**config.mk**
```make
export PLATFORM = sky130hd
export DESIGN_NAME = adx_add_exec
export DESIGN_NICKNAME = d
export VERILOG_FILES = /design/src/hdl/adx_pkg.sv /design/src/hdl/adx_add_exec.sv
export VERILOG_INCLUDE_DIRS = /design/src /design/src/hdl
export SDC_FILE = /design/constraint.sdc
export NUM_CORES = 1
export LEC_CHECK = 0
export BUFFER_PORTS_ARGS = -buffer_cell sky130_fd_sc_hd__buf_2
export CORE_UTILIZATION = 49
export DETAILED_ROUTE_END_ITERATION = 8
export PLACE_DENSITY = 0.76
export SYNTH_ARGS = -nofsm -noshare
export SYNTH_HDL_FRONTEND = slang
export SYNTH_SLANG_ARGS = --single-unit
```
**constraint.sdc**
```tcl
create_clock -name clk_i -period 2.67 [get_ports clk_i]
set_input_delay 0.534 -clock clk_i [delete_from_list [all_inputs] [get_ports clk_i]]
set_output_delay 0.534 -clock clk_i [all_outputs]
set_load 0.03 [all_outputs]
```
**src/hdl/adx_defines.svh**
```systemverilog
// Constants for the addition execution block
`ifndef ADX_DEFINES_SVH
`define ADX_DEFINES_SVH
`define ADX_OP_LIT_HI 8'h0F
`define ADX_OP_FILE_HI 6'h09
`define ADX_OP_FILEC_HI 6'h08
`define ADX_DEST_POS 9
`define ADX_BANK_POS 8
`define ADX_WORKING_REGISTER_RST 8'h00
`define ADX_FLAGS_RST 5'h00
`define ADX_ACCESS_SPLIT 8'h80
`define ADX_ACCESS_HI_BANK 4'hF
`endif

```
**src/hdl/adx_pkg.sv**
```systemverilog
// Types for the addition execution block
package adx_pkg;
  typedef enum logic [1:0] {
    PH_DECODE,
    PH_READ,
    PH_PROCESS,
    PH_WRITE
  } adx_phase_type;
  typedef enum logic [1:0] {
    OP_NONE,
    OP_LIT,
    OP_FILE,
    OP_FILEC
  } adx_op_type;
  typedef struct packed {
    logic neg;
    logic sign_wrap;
    logic zero;
    logic nibble_carry;
    logic carry;
  } adx_flags_type;
  typedef struct packed {
    logic [11:0] addr;
    logic [7:0] data;
  } adx_file_access_type;
  typedef struct packed {
    adx_phase_type phase;
    adx_op_type op;
    logic [15:0] opcode;
    logic [7:0] operand;
    logic [7:0] result;
    adx_flags_type flags;
    logic [7:0] working_register;
    logic busy;
    logic done;
    logic file_rd;
    logic file_we;
    adx_file_access_type file;
  } adx_state_type;
endpackage

```
**src/hdl/adx_add_exec.sv**
```systemverilog
// Executes the three 8-bit addition instructions over four clock phases
// Functional notes
// - Literal add: working register plus literal.
// - File add: working register plus file register.
// - Destination bit picks working or file.
// - Bank bit picks access or selected bank.
// - Carry add: working, file and carry.
// - All adds update five status flags.
`timescale 1ns/1ps
`default_nettype none
`include "adx_defines.svh"
module adx_add_exec (
  // Clock and reset
  input wire logic clk_i,
  input wire logic rst_i,
  // Instruction issue
  input wire logic issue_i,
  input wire logic [15:0] opcode_i,
  output logic ready_o,
  output logic done_o,
  output logic unsupported_o,
  // Bank selection
  input wire logic [3:0] bank_select_register_i,
  // Data memory
  output logic file_rd_o,
  output logic file_we_o,
  output adx_pkg::adx_file_access_type file_o,
  input wire logic [7:0] file_rdata_i,
  // Architectural state
  output logic [7:0] working_register_o,
  output adx_pkg::adx_flags_type flags_o
);
  import adx_pkg::*;

  adx_state_type st;
  adx_state_type next_st;
  logic [8:0] sum;
  logic [4:0] low_sum;
  logic carry_in;

  function automatic adx_op_type decode_op(input logic [15:0] op);
    if (op[15:8] == `ADX_OP_LIT_HI)
      decode_op = OP_LIT;
    else if (op[15:10] == `ADX_OP_FILE_HI)
      decode_op = OP_FILE;
    else if (op[15:10] == `ADX_OP_FILEC_HI)
      decode_op = OP_FILEC;
    else
      decode_op = OP_NONE;
  endfunction

  // Access bank maps low half to bank 0, high half to the top bank
  function automatic logic [11:0] form_addr(input logic [15:0] op, input logic [3:0] bank);
    if (op[`ADX_BANK_POS])
      form_addr = {bank, op[7:0]};
    else if (op[7:0] < `ADX_ACCESS_SPLIT)
      form_addr = {4'h0, op[7:0]};
    else
      form_addr = {`ADX_ACCESS_HI_BANK, op[7:0]};
  endfunction

  ////////////////////////////////////////////////////////////////////////
  assign carry_in = (st.op == OP_FILEC) ? st.flags.carry : 1'b0;
  assign sum = {1'b0, st.working_register} + {1'b0, st.operand} + {8'h00, carry_in};
  assign low_sum = {1'b0, st.working_register[3:0]} + {1'b0, st.operand[3:0]} + {4'h0, carry_in};

  always_comb begin
    next_st = st;
    next_st.done = 1'b0;
    next_st.file_we = 1'b0;
    next_st.file_rd = 1'b0;
    case (st.phase)
      PH_DECODE: begin
        if (issue_i && st.busy == 1'b0) begin
          next_st.opcode = opcode_i;
          next_st.op = decode_op(opcode_i);
          next_st.file.addr = form_addr(opcode_i, bank_select_register_i);
          next_st.file_rd = (decode_op(opcode_i) == OP_FILE) || (decode_op(opcode_i) == OP_FILEC);
          next_st.busy = 1'b1;
          next_st.phase = PH_READ;
        end
      end
      PH_READ: begin
        // Literal comes from the word itself, no memory access needed
        next_st.operand = (st.op == OP_LIT) ? st.opcode[7:0] : file_rdata_i;
        next_st.phase = PH_PROCESS;
      end
      PH_PROCESS: begin
        next_st.result = sum[7:0];
        next_st.flags.carry = sum[8];
        next_st.flags.nibble_carry = low_sum[4];
        next_st.flags.zero = (sum[7:0] == 8'h00);
        next_st.flags.neg = sum[7];
        next_st.flags.sign_wrap = (st.working_register[7] == st.operand[7])
          && (sum[7] != st.working_register[7]);
        next_st.phase = PH_WRITE;
      end
      PH_WRITE: begin
        // Flags only move for decoded additions; others pass untouched
        if (st.op == OP_NONE) begin
          next_st.flags = flags_o;
        end else if (st.op == OP_LIT || st.opcode[`ADX_DEST_POS] == 1'b0) begin
          next_st.working_register = st.result;
        end else begin
          next_st.file.data = st.result;
          next_st.file_we = 1'b1;
        end
        next_st.done = 1'b1;
        next_st.busy = 1'b0;
        next_st.phase = PH_DECODE;
      end
      default: begin
        next_st.phase = PH_DECODE;
      end
    endcase
  end

  // Committed flags are kept apart so an unsupported word leaves them alone
  adx_flags_type flags_q;
  always_ff @(posedge clk_i or posedge rst_i) begin
    if (rst_i) begin
      flags_q <= `ADX_FLAGS_RST;
    end else if (st.phase == PH_WRITE && st.op != OP_NONE) begin
      flags_q <= st.flags;
    end
  end

  always_ff @(posedge clk_i or posedge rst_i) begin
    if (rst_i) begin
      st <= '0;
      st.phase <= PH_DECODE;
      st.op <= OP_NONE;
      st.working_register <= `ADX_WORKING_REGISTER_RST;
    end else begin
      st <= next_st;
    end
  end

  ////////////////////////////////////////////////////////////////////////
  assign flags_o = flags_q;
  assign ready_o = (st.phase == PH_DECODE);
  assign done_o = st.done;
  assign unsupported_o = st.done && (st.op == OP_NONE);
  assign file_rd_o = st.file_rd;
  assign file_we_o = st.file_we;
  assign file_o = st.file;
  assign working_register_o = st.working_register;
endmodule // adx_add_exec
`default_nettype wire

```
After elaboration in Yosys (flattened, before gate mapping). Index checks and enable logic that the tools add are counted.

Word-level logic and storage cells: 83. Bits in writable memories: 0. Memories: 0. Register bits: 78. Bits in latches: 0. Input port bits: 31. ROM bits: 0. Output and inout bits: 38.

Multipliers: 0. Reductions and logical operators: 17. Shift-type cells: 0. Divide/modulo/power cells: 0. Add/sub/neg operators: 4. Magnitude comparators: 1. Mux-type cells: 21. Equal/unequal tests: 14. Bitwise logic cells: 4.

Operators by type and width (count): 12-bit two-way mux (2); 20-bit two-way mux (1); 6-bit by 4-bit equality test with 1-bit output, second input constant (2); 2-bit equality test, second input constant (5); 2-bit two-way mux (5); 5-bit case mux with 2 select lines (1); 8-bit by 8-bit adder with 9-bit output (1); 9-bit by 1-bit adder with 9-bit output (1); 8-bit by 4-bit equality test with 1-bit output, second input constant (1); 8-bit logical NOT (1); 8-bit < comparator, second input constant (1); 1-bit two-way mux (8); 8-bit two-way mux (1); 2-bit case mux with 4 select lines (1); 2-bit AND reduction (3); 3-bit AND reduction (2); 2-bit nonzero test (3); 4-bit by 4-bit adder with 5-bit output (1); 5-bit by 1-bit adder with 5-bit output (1); 5-bit two-way mux (1); 2-bit by 1-bit equality test with 1-bit output, second input constant (2); 1-bit logical AND (4); 2-bit logical NOT (2); 1-bit inverter (4); other kinds (6) (7).

Logic depth before layout (Yosys ltp). Gate-level depths: netlist (run 1).

Depth after elaboration: 10. Depth in mapped cells: 10. Mapped depth without buffers: 9.

Least setup slack after synthesis (run 1). No wires, ideal clock.

Kind: reg2reg. Start: register st[70] (netlist name). End: register st[34] (netlist name). Setup time: 92 ps. Period minus slack after synthesis: 2521 ps. Slack: 149 ps. Cell stages (with the launch flop): 11. Arrival time: 2430 ps. Path through: dfrtp_1 > clkbuf_1 > nand3_1 > fa_1 > fa_1 > nor2b_1 > o21ai_0 > nand2b_1 > xor2_1 > or4_1 > o31ai_2.

Longest elaborated chain between the ends: 5. Elaborated cells on any way between the ends: 8.

Ends and longest elaborated chain: start: declaration (RTL line adx_add_exec.sv:35) `adx_state_type st;`; start signal: assignment (RTL line adx_add_exec.sv:135) `st <= next_st;`; 2-bit equality test (RTL line adx_add_exec.sv:63) `assign carry_in = (st.op == OP_FILEC) ? st.flags.carry : 1'b0;`; 1-bit two-way mux (RTL line adx_add_exec.sv:63); 9-bit by 1-bit adder with 9-bit output (RTL line adx_add_exec.sv:64) `assign sum = {1'b0, st.working_register} + {1'b0, st.operand} + {8'h00, carry_in};`; 8-bit logical NOT (RTL line adx_add_exec.sv:92) `next_st.flags.zero = (sum[7:0] == 8'h00);`; 5-bit case mux with 2 select lines (RTL line adx_add_exec.sv:72) `case (st.phase)`.

Parallel ways exist; a longest one is shown, timed or not. A chain may end at the register's enable or synchronous reset.

Worst setup path in the final report (run 1).
Start: register st[32] (netlist name). End: register st[34] (netlist name).

Longest elaborated chain between the ends: 4.

Ends and longest elaborated chain (RTL line): 1-bit two-way mux (adx_add_exec.sv:63); 9-bit by 1-bit adder with 9-bit output (adx_add_exec.sv:64); 8-bit logical NOT (adx_add_exec.sv:92); 5-bit case mux with 2 select lines (adx_add_exec.sv:72).

No other way between the ends.

==> results of run 1 <==
final cells by class:
cell class / instances / area (sq um) / area share [%]
repair buffers: 75 / 405 / 11.2
inverters: 12 / 45.0 / 1.25
clock buffers: 15 / 176 / 4.89
multi-input cells: 168 / 1310 / 36.4
flip-flops and latches: 63 / 1580 / 43.7
well taps: 75 / 93.8 / 2.60
placed cells by master, fill, tap and decap left out, types with 3 or more instances in the layout:
cell type	netlist	final
o21ai_0	20	20
xnor2_1	3	3
mux2i_1	12	12
dfrtp_1	63	63
clkbuf_1	6	3
a21oi_1	16	16
and3_1	3	3
nand2_1	15	15
buf_4	28	6
nor2_1	15	15
nand2b_1	3	3
buf_2	1	68
xor2_1	3	3
clkbuf_8	0	12
inv_1	12	11
ha_1	12	12
mux2_2	32	32
logic make-up (layout without fill, tap and decap cells):
logic type      after synthesis  after routing  share of synthesized area [%]
compound gates               54             54                           11.1
xor+xnor                      6              6                           1.65
flops                        63             63                           49.6
simple gates                 50             50                           7.52
mux                          44             44                           15.1
buf+inv                      48            102                           9.02
fa+ha+maj                    14             14                           5.99
per-stage QoR:
stage | cells | power (mW)
final | 408 | 1.76
after global routing | 408 | 1.82
after CTS | 407 | 1.77
after detailed placement | 392 | 1.03
after global placement | 392 | 1.03
after floorplan | 279 | 0.995
power by group through the flow:
stage	logic (mW)	registers [mW]	clock network, mW
2_1_floorplan	0.0228	0.972	0
3_3_place_gp	0.0553	0.972	0
3_5_place_dp	0.0565	0.972	0
4_1_cts	0.0568	0.954	0.763
5_1_grt	0.0630	0.954	0.800
6_report	0.0546	0.955	0.747
path summary, 6_finish.rpt:
kind | start | end | slack [ns] | depth (start not counted)
min in group clk_i | opcode_i[0] | st[53] | 0.42 | 2
max | st[32] | st[34] | 0.15 | 9
max in group asynchronous | rst_i | st[34] | 1.80 | 3
max reg2reg | st[32] | st[34] | 0.15 | 9
min | rst_i | file_o[18] | 0.25 | 2
min reg2reg | st[36] | st[36] | 0.48 | 2
state kept, by name (all words and copies together), names as in the netlist:
signal	count
st	35
file_we_o	1
file_rd_o	1
file_o	12
working_register_o	8
flags_o	5
done_o	1
layer usage:
metal | track usage [%] | vias up | share of wire (%)
met2 | 28.7 | 71 | 45
li1 | - | 1040 | -
met3 | 4.29 | 8 | 5.9
met5 | 0 | - | 0
met1 | 27.1 | 1026 | 48
met4 | 10.5 | 0 | 1.8
worst max-delay path, cell delays in order (launching register included):
cell	delay, ns
dfrtp_1	0.37
nand3_1	0.10
fa_1	0.41
fa_1	0.41
nor2b_1	0.16
o21ai_0	0.09
nand2b_1	0.11
xor2_1	0.09
or4_1	0.52
o31ai_2	0.17
repair_timing:
item,4_1_cts,5_1_grt
endpoints found under the setup margin,0,1
setup buffers,0,1
hold endpoints to repair,0,0
resized for setup,0,0
==> reports/results.txt, run 1 <==
Startpoint Class: flip-flop
ant diodes: 0
Setup TNS Final: 0 ns
first-pass GRT wire length: 9530 microns
Clock power frac: 42.5%
hold_buf cts: 0
Yosys cell types: 42
switching pwr: 369 uW
Slew @ Worst Pin: 0.734 ns
core area: 6100 sq um
Detail Placement HPWL: 4430 microns
Layout area overhead: 13.7%
fin area: 3610 sq um
syn_nets: 324
register share of total power: 54.3%
Mapped Area: 3180 sq um
Slew Limit Fails: 0
initial cell density of the core: 52.1%
dominant synthesized flop cell: dfrtp_1
largest net degree at the start of global routing: 38
Final Setup Violations: 0
Seq/Total Area, Yosys: 49.6%
remaining antenna violation count: 0
Combinational Power Share: 3.1%
post-synthesis cell count: 279
TritonRoute pass-1 iters: 4
Synth Register Bits: 63
drt drc: 0
async set or reset register ratio after synthesis: 100%
vias in the first global route: 2001
placer's final routability congestion estimate: 0.826
num rows: 28
initial antenna violation count: 0
die area: 6810 sq um
share of cells above drive strength 1: 37.8%
clock skew: 0.00710 ns
worst hold slack: 0.253 ns
EDFF count, synth: 0
cts bufs inserted: 9
slew margin rel.: 49.7%
Worst-Skew Late Latency: 0.34 ns
cell with the most instances after synthesis: dfrtp_1
fmax: 396 MHz
outcome: finished, final reports clean
final setup margin: 0.147 ns
Max VDD drop: 339 uV
Clock Path Buffers: 2
hold crit path type: in -> async
dominant cell type by area after synthesis: dfrtp_1
Fill cells: 549
internal power: 1.39 mW
DR iter-0 viols: 107
H-Tree Depth: 3
final hold violations: 0
WP data required: 2.92 ns
IO Port Bufs: 68
DP Worst Slack: 0.153 ns
clock transition at the registers of the reported paths: 0.07 ns
CTS tree: yes
max cap viols: 0
GRT Overall Usage: 19.6%
vias per inst: 5.26
GR Overflow Total: 0
fin crit share: 94.5%
crit end category: flip-flop
Yosys top cell area share: 49.6%
drt wl/cell: 14.6 microns
top cells by count, synth: dfrtp_1 (63), mux2_2 (32), buf_4 (28)
Die H: 82.5 microns
synth top area cells: dfrtp_1 (50%), mux2_2 (11%), buf_4 (6.6%)
CTS Sinks: 63
Synth Warn #: 0
Tmin final: 2.52 ns
Chip Width: 82.5 microns
CP Max Fanout: 3
Mean Syn Cell Area: 11.4 sq um
Final #Nets: 374
sw frac: 21.0%
CP arrival: 2.77 ns
I/O pin cnt: 69
WL final: 5950 microns
Final Util: 59.2%
Pwr Density: 486 nW/um^2
root buf cell: clkbuf_8
CP Class: reg -> reg
P_leak: 1.97 nW
area post-placement: 3430 sq um
total number of vias: 2145
Power figures use the tool's default switching activity.
==> inputs of run 2 (changes only) <==
==> constraint.sdc (replaced) <==
create_clock -name clk_i -period 2.67 [get_ports clk_i]
set_input_delay 0.4005 -clock clk_i [delete_from_list [all_inputs] [get_ports clk_i]]
set_output_delay 0.4005 -clock clk_i [all_outputs]
set_load 0.005 [all_outputs]
==> run 2 against run 1 <==
Against the previous run:
- first-iteration DRC count unchanged
- register-to-register slack better by 0.05 ns
- global-route usage up 0.73 points
- clock power up 11%
- total power up 4.4%
- setup slack better by 0.047 ns
- count of clock-buffer cells in the layout down 4
- routed wire length up 2.3%
- via count up 0.65%
- largest cell class unchanged
==> reports/results.txt, run 2 (synthesized netlist as in run 1, its figures left out) <==
outcome: finished, final reports clean
largest net degree at the start of global routing: 34 (-11%)
fmax: 404 MHz (+1.9%)
fin crit share: 92.7% (-1.8 points)
share of cells above drive strength 1: 39.0% (+1.2 points)
Worst-Skew Late Latency: 0.34 ns (about the same)
Clock power frac: 45.0% (+2.5 points)
vias in the first global route: 2081 (+4.0%)
CP Class: reg -> reg
ant diodes: 0 (unchanged)
cts bufs inserted: 9 (unchanged)
delay-heaviest family, CP: adder cells
sw frac: 21.0% (about the same)
drt drc: 0 (unchanged)
most frequent cells in the layout: buf_2 (68), dfrtp_1 (63), mux2_2 (32)
first-pass GRT wire length: 9920 microns (+4.1%)
Clock Path Buffers: 2 (unchanged)
slowest stage delay, CP: 0.56 ns (+0.04 ns)
total number of vias: 2159 (+0.65%)
GRT Overall Usage: 20.3% (+0.73 points)
Final #Nets: 374 (unchanged)
Tot Pwr: 1.83 mW (+4.4%)
CP arrival: 2.73 ns (-0.04 ns)
switching pwr: 385 uW (+4.5%)
hold_buf cts: 0 (unchanged)
CTS tree: yes
Biggest register: st
internal power: 1.45 mW (+4.4%)
hold crit path type: in -> async
buffers plus inverters on the worst setup path: 0 (unchanged)
GR Overflow Total: 0 (unchanged)
Pwr Density: 506 nW/um^2 (+4.1%)
Die H: 82.5 microns (unchanged)
placer's final routability congestion estimate: 0.872 (+5.5%)
clock skew: 0.00703 ns (-0.0000725 ns)
WL final: 6080 microns (+2.3%)
register share of total power: 52.0% (-2.3 points)
DR iter-0 viols: 107 (unchanged)
Fill cells: 537 (-2.2%)
H-Tree Depth: 3 (unchanged)
vias per inst: 5.29 (+0.65%)
initial cell density of the core: 52.1% (unchanged)
Setup TNS Final: 0 ns (unchanged)
drt wl/cell: 14.9 microns (+2.3%)
WP data required: 2.92 ns (about the same)
remaining antenna violation count: 0 (unchanged)
DP Worst Slack: 0.152 ns (-0.00109 ns)
core area: 6100 sq um (unchanged)
IO Port Bufs: 68 (unchanged)
I/O pin cnt: 69 (unchanged)
Startpoint Class: flip-flop
P_leak: 1.98 nW (+0.45%)
crit end category: flip-flop
max reg flops: 35 (unchanged)
root buf cell: clkbuf_8
worst hold slack: 0.144 ns (-0.109 ns)
Max VDD drop: 287 uV (-15%)
num rows: 28 (unchanged)
Chip Width: 82.5 microns (unchanged)
clock transition at the registers of the reported paths: 0.07 ns (about the same)
Layout area overhead: 14.0%
Worst path slowest cell: or4_1
Slew @ Worst Pin: 0.685 ns (-0.0495 ns)
CTS Sinks: 63 (unchanged)
Combinational Power Share: 2.9% (-0.2 points)
postcts setup bufs: 0 (unchanged)
commonest non-fill, non-tap cell in the layout: buf_2
Tmin final: 2.48 ns (-0.0470 ns)
final setup margin: 0.194 ns (+0.0470 ns)
initial antenna violation count: 0 (unchanged)
Final Setup Violations: 0 (unchanged)
RSZ-0062 raised after global routing: false
slew margin rel.: 53.0% (+3.4 points)
die area: 6810 sq um (unchanged)
Detail Placement HPWL: 4580 microns (+3.4%)
Final Util: 59.4% (+0.16 points)
sequential cell area: 1580 sq um (unchanged)
CP Max Fanout: 3 (unchanged)
Post-CTS Resized: 0 (unchanged)
multi-input logic area: 1320 sq um (+0.19%)
final hold violations: 0 (unchanged)
TritonRoute pass-1 iters: 4 (unchanged)
Slew Limit Fails: 0 (unchanged)
crit-path cells: nand3_1, fa_1, fa_2, and2_1, nand4_1, or4_1, o31ai_2
max cap viols: 0 (unchanged)
run 2: changes by cell type in the layout (fill, tap and decap cells not counted), sizes merged:
cell / delta
bufinv: +1
clkbuf: -4
clkinv: +3
run 2: metal layers:
layer / GRT usage, % / up-vias / share of wire, %
met3: 4.73 / 12 / 5.7
met2: 32.0 / 67 / 46
met5: 0 / - / 0
met1: 26.2 / 1032 / 47
met4: 10.3 / 0 / 1.7
li1: - / 1048 / -
run 2: worst paths after layout:
check	startpoint	cells past startpoint	slack, ns	endpoint
worst min-delay path	rst_i	3	0.14	file_o[17]
worst min register to register	file_o[2]	2	0.48	file_o[2]
min in group clk_i	opcode_i[3]	2	0.29	st[56]
max in group asynchronous	rst_i	3	2.21	file_o[1]
worst max register to register	st[32]	7	0.19	st[34]
worst max-delay path	st[32]	7	0.19	st[34]
run 2: final cells by class:
type,instances,area share (%)
clock inverters,4,1.24
flip-flops and latches,63,43.5
clock buffers,11,4.18
multi-input cells,168,36.4
inverters,12,1.24
well taps,75,2.59
repair buffers,75,10.9
run 2: power by group through the flow:
| stage | clock network (mW) | registers (mW) | logic (mW) |
|---|---|---|---|
| after floorplan | 0 | 0.972 | 0.0228 |
| after global placement | 0 | 0.972 | 0.0537 |
| after detailed placement | 0 | 0.972 | 0.0557 |
| after CTS | 0.849 | 0.954 | 0.0559 |
| after global routing | 0.883 | 0.953 | 0.0621 |
| final | 0.826 | 0.954 | 0.0538 |
run 2: worst min-delay path, stage by stage:
cell   delay (ns)
buf_2        0.10
inv_2        0.05
buf_4        0.35
run 2: metrics by stage:
stage	cell area, sq um	instances
2_1_floorplan	3180	279
3_5_place_dp	3420	393
5_1_grt	3620	408
6_report	3620	408
3_3_place_gp	3420	393
4_1_cts	3620	408
